===== src/rtl/i2c_port_pkg.sv =====
// Constants and types for the I2C/SMBus port with input glitch filter
// Assumes one 100 MHz clock and word-aligned AHB-Lite register access
package i2c_port_pkg;
	// ----------------------------------------
	// Register offsets (byte addresses)
	// ----------------------------------------
	localparam logic [7:0] OFS_OWN = 8'h00;
	localparam logic [7:0] OFS_RATE = 8'h04;
	localparam logic [7:0] OFS_CTL = 8'h08;
	localparam logic [7:0] OFS_STAT = 8'h0C;
	localparam logic [7:0] OFS_DATA = 8'h10;
	localparam logic [7:0] OFS_CFG = 8'h14;
	localparam logic [7:0] OFS_FILT = 8'h18;
	localparam logic [7:0] OFS_MASK = 8'h1C;
	// ----------------------------------------
	// Field positions
	// ----------------------------------------
	localparam int CTL_EN = 7;
	localparam int CTL_IE = 6;
	localparam int CTL_MST = 5;
	localparam int CTL_TX = 4;
	localparam int CTL_ACK_RESPONSE_SELECT = 3;
	localparam int CTL_REPEAT_START_REQUEST = 2;
	localparam int ST_DONE = 7;
	localparam int ST_AAS = 6;
	localparam int ST_ARBITRATION_LOST_FLAG = 4;
	localparam int ST_IRQF = 1;
	localparam int CFG_GCEN = 7;
	localparam int CFG_EXT = 6;
	// ----------------------------------------
	// Write masks, reset values, codes
	// ----------------------------------------
	localparam logic [7:0] OWN_WMASK = 8'hFE;
	localparam logic [7:0] CTL_WMASK = 8'hFC;
	localparam logic [7:0] CFG_WMASK = 8'hC7;
	localparam logic [7:0] FILT_WMASK = 8'h0F;
	localparam logic [7:0] EVENT_BITS = 8'hD2;
	localparam logic [7:0] REG_RESET = 8'h00;
	localparam logic [7:0] MASK_RESET = 8'h02;
	localparam logic [7:0] GEN_CALL = 8'h00;
	localparam logic [4:0] ADDR10_HDR = 5'h1E;
	localparam logic [15:0] DIV_BASE = 16'h0014;
	localparam logic [15:0] DIV_STEP = 16'h0004;
	// ----------------------------------------
	// Types
	// ----------------------------------------
	typedef struct packed {
		logic scl;
		logic sda;
	} line_pair_type;
	typedef enum logic [2:0] {
		M_IDLE = 3'b000,
		M_START = 3'b001,
		M_LOW = 3'b010,
		M_HIGH = 3'b011,
		M_WAIT = 3'b100,
		M_STOP = 3'b101,
		M_RSTART = 3'b110
	} mst_state_type;
endpackage : i2c_port_pkg


===== src/rtl/i2c_smbus_port_filter.sv =====
// I2C/SMBus port: AHB-Lite registers, glitch filter, master and slave engine
// Assumes open-drain pads outside; oe high pulls the line low
//
// Chosen here: the placing of the registers and the AHB-Lite register port.
`timescale 1ns/10ps
module i2c_smbus_port_filter
	import i2c_port_pkg::*;
(
	input wire logic ref_clk,
	input wire logic nrst,
	input wire logic hsel,
	input wire logic [31:0] haddr,
	input wire logic [1:0] htrans,
	input wire logic hwrite,
	input wire logic [2:0] hsize,
	input wire logic [31:0] hwdata,
	input wire logic hready,
	output logic hreadyout,
	output logic [31:0] hrdata,
	output logic hresp,
	input wire logic scl_in,
	output logic scl_out,
	output logic scl_oe,
	input wire logic sda_in,
	output logic sda_out,
	output logic sda_oe,
	output logic irq
);
	line_pair_type sync1_q, sync2_q, filt_q, prev_q;
	logic [1:0][3:0] fcnt_q;
	logic pend_q, wr_q, hready_q, hresp_q, irq_q, scl_oe_q, sda_oe_q, zero_q;
	logic [7:0] addr_q, rd_mux;
	logic [31:0] hrdata_q;
	logic [7:0] own_q, rate_q, ctl_q, cfg_q, filter_q, mask_q, data_q;
	logic done_q, aas_q, arbitration_lost_flag_q, irqf_q, busy_q;
	logic wr_data, rd_data, wr_en, go;
	logic [7:0] wdata, status;
	logic scl_rise, scl_fall, start_det, stop_det;
	logic [15:0] div_cnt_q, half;
	logic tick_q;
	mst_state_type mst_q;
	logic [3:0] mbit_q;
	logic [7:0] msh_q;
	logic mrx_q, mdir_q, maddr_q, m_scl_lo_q, m_sda_lo_q;
	logic m_done_q, m_arbitration_lost_flag_q, m_received_ack_q, m_rs_used_q;
	logic sact_q, saddr_q, stx_q, s10_q, s_first10_q, s_sda_lo_q, s_hold_q;
	logic s_srw_q, s_done_q, s_aas_q;
	logic [3:0] sbit_q;
	logic [7:0] ssh_q;
	logic own7, gcall, hdr10, smatch;

	// ----------------------------------------
	// Bus slave
	// ----------------------------------------
	// One wait state per transfer keeps read data registered
	always_ff @(posedge ref_clk) begin
		if (!nrst) begin
			pend_q <= 1'b0;
			wr_q <= 1'b0;
			addr_q <= 8'h00;
			hready_q <= 1'b1;
			hrdata_q <= 32'h0000_0000;
			hresp_q <= 1'b0;
		end else begin
			hresp_q <= 1'b0;
			if (pend_q) begin
				pend_q <= 1'b0;
				hready_q <= 1'b1;
				if (!wr_q) begin
					hrdata_q <= {24'h00_0000, rd_mux};
				end
			end else if (hsel && htrans[1] && hready) begin
				pend_q <= 1'b1;
				hready_q <= 1'b0;
				addr_q <= haddr[7:0];
				wr_q <= hwrite;
			end
		end
	end

	assign wdata = hwdata[7:0];
	assign wr_en = pend_q && wr_q;
	assign wr_data = wr_en && addr_q == OFS_DATA;
	assign rd_data = pend_q && !wr_q && addr_q == OFS_DATA;
	assign status = {done_q, aas_q, busy_q, arbitration_lost_flag_q, 1'b0, s_srw_q, irqf_q, m_received_ack_q};

	always_comb begin
		case (addr_q)
			OFS_OWN: rd_mux = own_q;
			OFS_RATE: rd_mux = rate_q;
			OFS_CTL: rd_mux = ctl_q;
			OFS_STAT: rd_mux = status;
			OFS_DATA: rd_mux = data_q;
			OFS_CFG: rd_mux = cfg_q;
			OFS_FILT: rd_mux = filter_q;
			OFS_MASK: rd_mux = mask_q;
			default: rd_mux = 8'h00;
		endcase
	end

	// ----------------------------------------
	// Configuration registers
	// ----------------------------------------
	always_ff @(posedge ref_clk) begin
		if (!nrst) begin
			own_q <= REG_RESET;
			rate_q <= REG_RESET;
			ctl_q <= REG_RESET;
			cfg_q <= REG_RESET;
			filter_q <= REG_RESET;
			mask_q <= MASK_RESET;
		end else begin
			if (wr_en && addr_q == OFS_OWN) own_q <= wdata & OWN_WMASK;
			if (wr_en && addr_q == OFS_RATE) rate_q <= wdata;
			if (wr_en && addr_q == OFS_CTL) begin
				ctl_q <= wdata & CTL_WMASK;
			end else if (m_rs_used_q) begin
				ctl_q[CTL_REPEAT_START_REQUEST] <= 1'b0;
			end
			if (wr_en && addr_q == OFS_CFG) cfg_q <= wdata & CFG_WMASK;
			if (wr_en && addr_q == OFS_FILT) filter_q <= wdata & FILT_WMASK;
			if (wr_en && addr_q == OFS_MASK) mask_q <= wdata & EVENT_BITS;
		end
	end

	// Hardware load beats a software write in the same cycle
	always_ff @(posedge ref_clk) begin
		if (!nrst) begin
			data_q <= REG_RESET;
		end else if (m_done_q && mrx_q) begin
			data_q <= msh_q;
		end else if (s_done_q || s_aas_q) begin
			data_q <= ssh_q;
		end else if (wr_data) begin
			data_q <= wdata;
		end
	end

	// ----------------------------------------
	// Status and interrupt
	// ----------------------------------------
	// Set wins over write-one-to-clear
	always_ff @(posedge ref_clk) begin
		if (!nrst) begin
			done_q <= 1'b0;
			aas_q <= 1'b0;
			arbitration_lost_flag_q <= 1'b0;
			irqf_q <= 1'b0;
			irq_q <= 1'b0;
		end else begin
			done_q <= m_done_q | s_done_q | (done_q & ~(wr_en && addr_q == OFS_STAT && wdata[ST_DONE]));
			aas_q <= s_aas_q | (aas_q & ~(wr_en && addr_q == OFS_STAT && wdata[ST_AAS]));
			arbitration_lost_flag_q <= m_arbitration_lost_flag_q | (arbitration_lost_flag_q & ~(wr_en && addr_q == OFS_STAT && wdata[ST_ARBITRATION_LOST_FLAG]));
			irqf_q <= m_done_q | s_done_q | s_aas_q | m_arbitration_lost_flag_q
				| (irqf_q & ~(wr_en && addr_q == OFS_STAT && wdata[ST_IRQF]));
			irq_q <= ctl_q[CTL_IE] && |(status & mask_q & EVENT_BITS);
		end
	end

	// ----------------------------------------
	// Line synchroniser and glitch filter
	// ----------------------------------------
	always_ff @(posedge ref_clk) begin
		if (!nrst) begin
			sync1_q <= 2'b11;
			sync2_q <= 2'b11;
		end else begin
			sync1_q <= {scl_in, sda_in};
			sync2_q <= sync1_q;
		end
	end

	// A change must outlast the width before it is accepted
	always_ff @(posedge ref_clk) begin
		if (!nrst) begin
			filt_q <= 2'b11;
			prev_q <= 2'b11;
			fcnt_q <= '0;
		end else begin
			prev_q <= filt_q;
			for (int i = 0; i < 2; i++) begin
				if (sync2_q[i] == filt_q[i]) begin
					fcnt_q[i] <= 4'h0;
				end else if (fcnt_q[i] >= filter_q[3:0]) begin
					filt_q[i] <= sync2_q[i];
					fcnt_q[i] <= 4'h0;
				end else begin
					fcnt_q[i] <= fcnt_q[i] + 4'h1;
				end
			end
		end
	end

	assign scl_rise = filt_q.scl && !prev_q.scl;
	assign scl_fall = !filt_q.scl && prev_q.scl;
	assign start_det = filt_q.scl && prev_q.scl && prev_q.sda && !filt_q.sda;
	assign stop_det = filt_q.scl && prev_q.scl && !prev_q.sda && filt_q.sda;

	always_ff @(posedge ref_clk) begin
		if (!nrst) begin
			busy_q <= 1'b0;
		end else if (start_det) begin
			busy_q <= 1'b1;
		end else if (stop_det) begin
			busy_q <= 1'b0;
		end
	end

	// ----------------------------------------
	// Bit rate
	// ----------------------------------------
	function automatic logic [15:0] half_period(input logic [7:0] f);
		logic [15:0] base;
		base = DIV_BASE + {10'h000, f[5:0]} * DIV_STEP;
		case (f[7:6])
			2'b00: half_period = base;
			2'b01: half_period = base << 1;
			default: half_period = base << 2;
		endcase
	endfunction : half_period

	assign half = half_period(rate_q);

	always_ff @(posedge ref_clk) begin
		if (!nrst) begin
			div_cnt_q <= 16'h0000;
			tick_q <= 1'b0;
		end else if (div_cnt_q >= half - 16'h0001) begin
			div_cnt_q <= 16'h0000;
			tick_q <= 1'b1;
		end else begin
			div_cnt_q <= div_cnt_q + 16'h0001;
			tick_q <= 1'b0;
		end
	end

	// ----------------------------------------
	// Master engine
	// ----------------------------------------
	assign go = wr_data && ctl_q[CTL_EN] && ctl_q[CTL_MST];

	always_ff @(posedge ref_clk) begin
		if (!nrst || !ctl_q[CTL_EN]) begin
			mst_q <= M_IDLE;
			mbit_q <= 4'h0;
			msh_q <= 8'h00;
			{mrx_q, mdir_q, maddr_q, m_scl_lo_q, m_sda_lo_q} <= 5'b00000;
			{m_done_q, m_arbitration_lost_flag_q, m_received_ack_q, m_rs_used_q} <= 4'b0000;
		end else begin
			m_done_q <= 1'b0;
			m_arbitration_lost_flag_q <= 1'b0;
			m_rs_used_q <= 1'b0;
			case (mst_q)
				M_IDLE: begin
					if (go && busy_q) begin
						m_arbitration_lost_flag_q <= 1'b1;
					end else if (go) begin
						msh_q <= wdata;
						mdir_q <= wdata[0];
						maddr_q <= 1'b1;
						mrx_q <= 1'b0;
						m_sda_lo_q <= 1'b1;
						mst_q <= M_START;
					end
				end
				M_START: if (tick_q) begin
					m_scl_lo_q <= 1'b1;
					mbit_q <= 4'h0;
					mst_q <= M_LOW;
				end
				// Data settles early in the low phase; on resume from M_WAIT it can change with the SCL release
				M_LOW: begin
					if (mbit_q == 4'h8) m_sda_lo_q <= mrx_q && !ctl_q[CTL_ACK_RESPONSE_SELECT];
					else m_sda_lo_q <= !mrx_q && !msh_q[7];
					if (tick_q) begin
						m_scl_lo_q <= 1'b0;
						mst_q <= M_HIGH;
					end
				end
				M_HIGH: if (tick_q && filt_q.scl) begin
					if (mbit_q == 4'h8) begin
						m_scl_lo_q <= 1'b1;
						m_received_ack_q <= filt_q.sda;
						m_done_q <= 1'b1;
						mbit_q <= 4'h0;
						if (maddr_q) mrx_q <= mdir_q;
						maddr_q <= 1'b0;
						mst_q <= M_WAIT;
					end else if (!mrx_q && msh_q[7] && !filt_q.sda) begin
						m_arbitration_lost_flag_q <= 1'b1;
						m_sda_lo_q <= 1'b0;
						mst_q <= M_IDLE;
					end else begin
						m_scl_lo_q <= 1'b1;
						msh_q <= {msh_q[6:0], filt_q.sda};
						mbit_q <= mbit_q + 4'h1;
						mst_q <= M_LOW;
					end
				end
				M_WAIT: begin
					if (!ctl_q[CTL_MST]) begin
						m_sda_lo_q <= 1'b1;
						mst_q <= M_STOP;
					end else if (go && ctl_q[CTL_REPEAT_START_REQUEST]) begin
						msh_q <= wdata;
						mdir_q <= wdata[0];
						maddr_q <= 1'b1;
						mrx_q <= 1'b0;
						m_sda_lo_q <= 1'b0;
						m_rs_used_q <= 1'b1;
						mst_q <= M_RSTART;
					end else if ((go && !mrx_q) || (rd_data && mrx_q)) begin
						if (!mrx_q) msh_q <= wdata;
						mst_q <= M_LOW;
					end
				end
				M_STOP: if (tick_q) begin
					if (m_scl_lo_q) m_scl_lo_q <= 1'b0;
					else if (filt_q.scl) begin
						m_sda_lo_q <= 1'b0;
						mst_q <= M_IDLE;
					end
				end
				M_RSTART: if (tick_q) begin
					if (m_scl_lo_q) m_scl_lo_q <= 1'b0;
					else if (filt_q.scl) begin
						m_sda_lo_q <= 1'b1;
						mst_q <= M_START;
					end
				end
				default: mst_q <= M_IDLE;
			endcase
		end
	end

	// ----------------------------------------
	// Slave engine
	// ----------------------------------------
	// 10-bit low byte compares bits 7..1 only, since bit 0 reads zero
	assign own7 = ssh_q[7:1] == own_q[7:1];
	assign gcall = cfg_q[CFG_GCEN] && ssh_q == GEN_CALL;
	assign hdr10 = ssh_q[7:3] == ADDR10_HDR && ssh_q[2:1] == cfg_q[1:0];
	assign smatch = gcall || (cfg_q[CFG_EXT] ? (s10_q ? own7 : hdr10) : own7);

	always_ff @(posedge ref_clk) begin
		if (!nrst || !ctl_q[CTL_EN] || mst_q != M_IDLE || stop_det) begin
			{sact_q, saddr_q, stx_q, s10_q, s_first10_q} <= 5'b00000;
			{s_sda_lo_q, s_hold_q, s_done_q, s_aas_q} <= 4'b0000;
			sbit_q <= 4'h0;
			ssh_q <= 8'h00;
			if (!nrst) s_srw_q <= 1'b0;
		end else if (start_det) begin
			sact_q <= 1'b1;
			saddr_q <= 1'b1;
			stx_q <= 1'b0;
			sbit_q <= 4'hF; // First SCL fall after start carries no bit
			s_sda_lo_q <= 1'b0;
			s_hold_q <= 1'b0;
		end else begin
			s_done_q <= 1'b0;
			s_aas_q <= 1'b0;
			if (sact_q && scl_rise && sbit_q != 4'h8) begin
				ssh_q <= {ssh_q[6:0], filt_q.sda};
				if (stx_q && !s_sda_lo_q && !filt_q.sda) begin
					sact_q <= 1'b0;
					s_sda_lo_q <= 1'b0;
				end
			end else if (sact_q && scl_rise && stx_q && filt_q.sda) begin
				sact_q <= 1'b0;
			end else if (sact_q && scl_fall) begin
				if (sbit_q == 4'hF) begin
					sbit_q <= 4'h0;
				end else if (sbit_q < 4'h7) begin
					sbit_q <= sbit_q + 4'h1;
					s_sda_lo_q <= stx_q && !ssh_q[7];
				end else if (sbit_q == 4'h7) begin
					sbit_q <= 4'h8;
					if (saddr_q && smatch) begin
						s_sda_lo_q <= 1'b1;
						s_aas_q <= 1'b1;
						s_srw_q <= ssh_q[0];
						s_first10_q <= cfg_q[CFG_EXT] && !s10_q && hdr10 && !gcall;
					end else if (saddr_q) begin
						sact_q <= 1'b0;
						s_sda_lo_q <= 1'b0;
					end else begin
						s_sda_lo_q <= !stx_q && !ctl_q[CTL_ACK_RESPONSE_SELECT];
					end
				end else begin
					sbit_q <= 4'h0;
					s_sda_lo_q <= 1'b0;
					s_hold_q <= 1'b1;
					s_done_q <= !saddr_q;
					if (saddr_q) begin
						saddr_q <= s_first10_q;
						s10_q <= s_first10_q;
						stx_q <= s_srw_q && !s_first10_q;
					end
				end
			end
			if (s_hold_q && (wr_data || rd_data)) begin
				s_hold_q <= 1'b0;
				if (wr_data && stx_q) begin
					ssh_q <= wdata;
					s_sda_lo_q <= !wdata[7];
				end
			end
		end
	end

	// ----------------------------------------
	// Pin and bus outputs
	// ----------------------------------------
	always_ff @(posedge ref_clk) begin
		if (!nrst) begin
			scl_oe_q <= 1'b0;
			sda_oe_q <= 1'b0;
			zero_q <= 1'b0;
		end else begin
			scl_oe_q <= m_scl_lo_q || s_hold_q;
			sda_oe_q <= m_sda_lo_q || s_sda_lo_q;
			zero_q <= 1'b0;
		end
	end

	assign scl_oe = scl_oe_q;
	assign sda_oe = sda_oe_q;
	assign scl_out = zero_q;
	assign sda_out = zero_q;
	assign irq = irq_q;
	assign hreadyout = hready_q;
	assign hrdata = hrdata_q;
	assign hresp = hresp_q;
endmodule : i2c_smbus_port_filter

===== config.mk =====
export PLATFORM = sky130hd
export DESIGN_NAME = i2c_smbus_port_filter
export DESIGN_NICKNAME = d
export VERILOG_FILES = /design/src/rtl/i2c_port_pkg.sv /design/src/rtl/i2c_smbus_port_filter.sv
export SDC_FILE = /design/constraint.sdc
export NUM_CORES = 1
export LEC_CHECK = 0
export ABC_AREA = 1
export BUFFER_PORTS_ARGS = -buffer_cell sky130_fd_sc_hd__buf_2
export CAP_MARGIN = 0
export CORE_MARGIN = 5
export CORE_UTILIZATION = 40
export CTS_BUF_LIST = sky130_fd_sc_hd__clkbuf_2
export CTS_CLUSTER_SIZE = 30
export DETAILED_ROUTE_END_ITERATION = 6
export GPL_TIMING_DRIVEN = 0
export PLACE_DENSITY = 0.65
export REMOVE_ABC_BUFFERS = 1
export SETUP_SLACK_MARGIN = 0.1
export SYNTH_ARGS = -nofsm -noshare
export SYNTH_HDL_FRONTEND = slang
export SYNTH_SLANG_ARGS = --single-unit
export TNS_END_PERCENT = 10

===== constraint.sdc =====
create_clock -name ref_clk -period 2.78 [get_ports ref_clk]
set_input_delay 0.278 -clock ref_clk [delete_from_list [all_inputs] [get_ports ref_clk]]
set_output_delay 0.278 -clock ref_clk [all_outputs]
set_load 0.02 [all_outputs]

==> impl_metrics.json <==
{
  "routedWlPerCell_um": 14.8,
  "synth_cells": 1154,
  "dr.pass1.iters": 5,
  "synth_top_family_by_area": "simple AND/OR/NAND/NOR gates",
  "met3_usage_pct": 3.32,
  "setup_viol": 17,
  "htree_num_levels": 4,
  "path_max_fanout": 8,
  "final_area_um2": 9340,
  "ys_types": 53,
  "path_cells": "buf_6 > nand2_2 > nand2_2 > nand2_2 > o21ai_2 > nand3_1 > o211ai_1 > buf_4 > xor2_1 > ha_1 > a21oi_1 > o21ai_1 > o2111ai_4 > nand3_4 > nor2_2",
  "synth.avg_cell_area_um2": 7.03,
  "grt_pass1_vias": 7129,
  "tightest_slew_ns": 1.07,
  "routed_via_density": 5.11,
  "synth_mux_area_share_pct": 0,
  "use_met1_pct": 25.1,
  "required_ns": 3.45,
  "crit_buf_inv": 2,
  "pwr-share-seq_pct": 58.4,
  "die-area_um2": 23200,
  "fmax_mhz": 346,
  "path_class": "flip-flop to flip-flop",
  "start_util_pct": 40.3,
  "critPathLaunchType": "flip-flop",
  "ys_seq_area_share_pct": 36.7,
  "cp-end-kind": "flip-flop",
  "gp_congestion": 0.925,
  "timing.slew.headroom_pct": 29.0,
  "finalCritPeriodShare_pct": 104,
  "antenna_left": 0,
  "ys_warn_count": 0,
  "pwr-share-comb_pct": 6.2,
  "via_count": 7724,
  "grtUsageMet2_pct": 30.9,
  "syn_area_um2": 8110,
  "critPathMaxStageDelay_ns": 0.42,
  "layout-drive-gt1-share_pct": 15.3,
  "finalHoldViolations": 0,
  "place_area_um2": 8380,
  "p_leak_nw": 3.81,
  "hold-worst-slack_ns": 0.194,
  "fin_worst_skew_ns": 0.0280,
  "drtIter0Drc": 583,
  "cts.reportedPaths.clkPinSlew_ns": 0.22,
  "ios": 115,
  "routed_wl_mm": 22.5,
  "rsz0062_at_grt": "true",
  "pre_cts_slack_ns": -0.676,
  "drc": 0,
  "finalMaxSlewViolations": 0,
  "busiest_layer": "met2",
  "hold_path_class": "primary input to flip-flop",
  "crit_arrival_ns": 3.56,
  "violations": "setup timing",
  "critPathSlowestCell": "dfxtp_4",
  "place_hpwl_mm": 15.8,
  "fin_ws_ns": -0.111,
  "clock-sinks": 148,
  "synth-xor-area-share_pct": 2.70,
  "dieWidth_um": 152,
  "fp.dieH_um": 152,
  "synth-adder-area-share_pct": 5.09,
  "fin_nets": 1337,
  "fin_util_pct": 46.4,
  "clk_path_buf_depth": 2,
  "cts_tree": "yes",
  "port_buffers": 35,
  "ir_drop_mv": 0.260,
  "numCtsBuffers": 17,
  "crit_family": "compound AO/OA/AOI/OAI gates",
  "total_power_mw": 3.69,
  "clk_latency_ns": 0.74,
  "grt_pass1_wl_mm": 36.1,
  "overflow": 0,
  "design.core.area_um2": 20100,
  "ys_ff_latch": 148,
  "power.switching_mw": 0.972,
  "nFillCells": 2018,
  "layout_min_cycle_time_ns": 2.89,
  "powerDensity_nw_per_um2": 396,
  "synth_compound_area_share_pct": 18.7,
  "cts_root_buf": "clkbuf_2",
  "cell_internal_pwr_mw": 2.72,
  "synthSimpleGateAreaFrac_pct": 26.1,
  "power_frac_clock_pct": 35.4,
  "swShare_pct": 26.3,
  "max-cap-violations": 0,
  "area_growth_pct": 15.1,
  "run_status": "finished with violations",
  "grt_max_degree": 59,
  "cp_common_cell": "nand2_2",
  "antenna_found_initial": 1,
  "rows": 52,
  "gr-usage-all-layers_pct": 18.8
}
-- final timing paths --
| kind | start | end | slack, ns | depth (start not counted) |
|---|---|---|---|---|
| max | rate_q[0] | div_cnt_q[15] | -0.11 | 15 |
| min reg2reg | sync1_q[1] | sync2_q[1] | 0.44 | 1 |
| min | hready | pend_q | 0.19 | 5 |
| max reg2reg | rate_q[0] | div_cnt_q[15] | -0.11 | 15 |
-- sequential cells by signal (all words and copies together) (netlist names), 2 cells and up --
signal     flops
addr_q         8
div_cnt_q     16
own_q          7
rate_q         8
prev_q         2
fcnt_q         8
mask_q         4
msh_q          8
cfg_q          5
sync1_q        2
mst_q          3
sbit_q         4
filter_q       4
filt_q         2
ssh_q          8
sync2_q        2
mbit_q         4
hrdata         8
ctl_q          6
data_q         8
-- final cells by class --
class | instances | area (um^2) | share of cell area (%)
Multi-Input combinational cell | 842 | 4630 | 49.6
Tap cell | 270 | 338 | 3.62
Antenna cell | 2 | 5.00 | 0.0536
Inverter | 138 | 526 | 5.63
Clock inverter | 13 | 159 | 1.70
Clock buffer | 19 | 95.1 | 1.02
Timing Repair Buffer | 81 | 597 | 6.39
Sequential cell | 148 | 2990 | 32.0
-- synth_stat cells, drive strengths merged --
| library cell | n | area, um^2 |
|---|---|---|
| conb | 1 | 3.75 |
| o2111ai | 1 | 8.76 |
| o22ai | 6 | 37.5 |
| nand3b | 2 | 15.0 |
| a41oi | 1 | 8.76 |
| o211ai | 10 | 75.1 |
| nor3b | 1 | 7.51 |
| nor3 | 12 | 81.3 |
| nor4 | 1 | 6.26 |
| nand2 | 224 | 853 |
| nor2 | 149 | 621 |
| edfxtp | 1 | 30.0 |
| ha | 33 | 413 |
| and3 | 1 | 6.26 |
| a311o | 1 | 10.0 |
| nand3 | 68 | 365 |
| nand4 | 18 | 131 |
| a22o | 1 | 8.76 |
| inv | 137 | 522 |
| xor2 | 15 | 131 |
| a31oi | 3 | 18.8 |
| dfxtp | 147 | 2940 |
| a221oi | 2 | 17.5 |
| a22oi | 1 | 7.51 |
| a211oi | 12 | 100 |
| buf | 40 | 288 |
| a21oi | 106 | 557 |
| clkinv | 1 | 3.75 |
| o21bai | 1 | 7.51 |
| o21ai | 126 | 631 |
| xnor2 | 10 | 87.6 |
| o31ai | 2 | 15.0 |
| a211o | 2 | 17.5 |
| clkbuf | 13 | 48.8 |
| or2 | 5 | 31.3 |
-- tightest hold or removal path, cell delays in order --
cell and delay (ns):
buf_2 0.09, nand3_1 0.08, nor2_1 0.07, inv_1 0.31
nor2_1 0.06
-- repair_timing --
action / CTS / global route
hold buffers: 24 / 0
endpoints found under the hold margin: 41 / 0
gates resized for setup: 51 / 23
setup buffers: 16 / 6
pin swaps: 27 / 21
gates cloned: 1 / 0
setup endpoints to repair: 17 / 17
-- stage by stage --
step / std cells / TNS [ns]
5_1_grt: 1513 / -2.94
6_report: 1513 / -1.21
4_1_cts: 1505 / 0
2_1_floorplan: 1127 / -0.00312
3_5_place_dp: 1432 / -10.71
3_3_place_gp: 1432 / -9.25
-- metal layers --
metal | share of wire [%] | vias up
met5 | 0 | -
met4 | 2.1 | 0
met3 | 5.2 | 38
met2 | 47 | 201
met1 | 46 | 3563
li1 | - | 3922
-- layout by cell type, fill, tap and decap left out, drive strengths merged, types with 5 or more instances in the layout --
cell type      n
nor3          12
clkinv         9
nand2        224
conb          27
clkbuf        19
nand4         18
dfxtp        147
a21oi        106
o211ai        10
a211oi        12
nand3         69
xor2          15
xnor2         10
o22ai          6
inv          138
buf           57
ha            33
or2            5
o21ai        126
nor2         149
dlygate4sd3   24
-- kinds of logic after synthesis --
logic type               after synthesis
AO/OA/AOI/OAI                        275
XOR/XNOR                              25
adder cells (fa/ha/maj)               33
buffers and inverters                191
flip-flops                           148
other                                  1
AND/OR/NAND/NOR                      481
-- power by group through the flow --
stage	clock network [mW]	logic (mW)	registers (mW)
CTS	1.35	0.225	2.16
floorplan	0	0.124	2.20
finish	1.31	0.230	2.16
global route	1.44	0.251	2.16
global placement	0	0.194	2.20
detailed placement	0	0.195	2.20
Note: power is estimated with default switching activity, not from simulation.
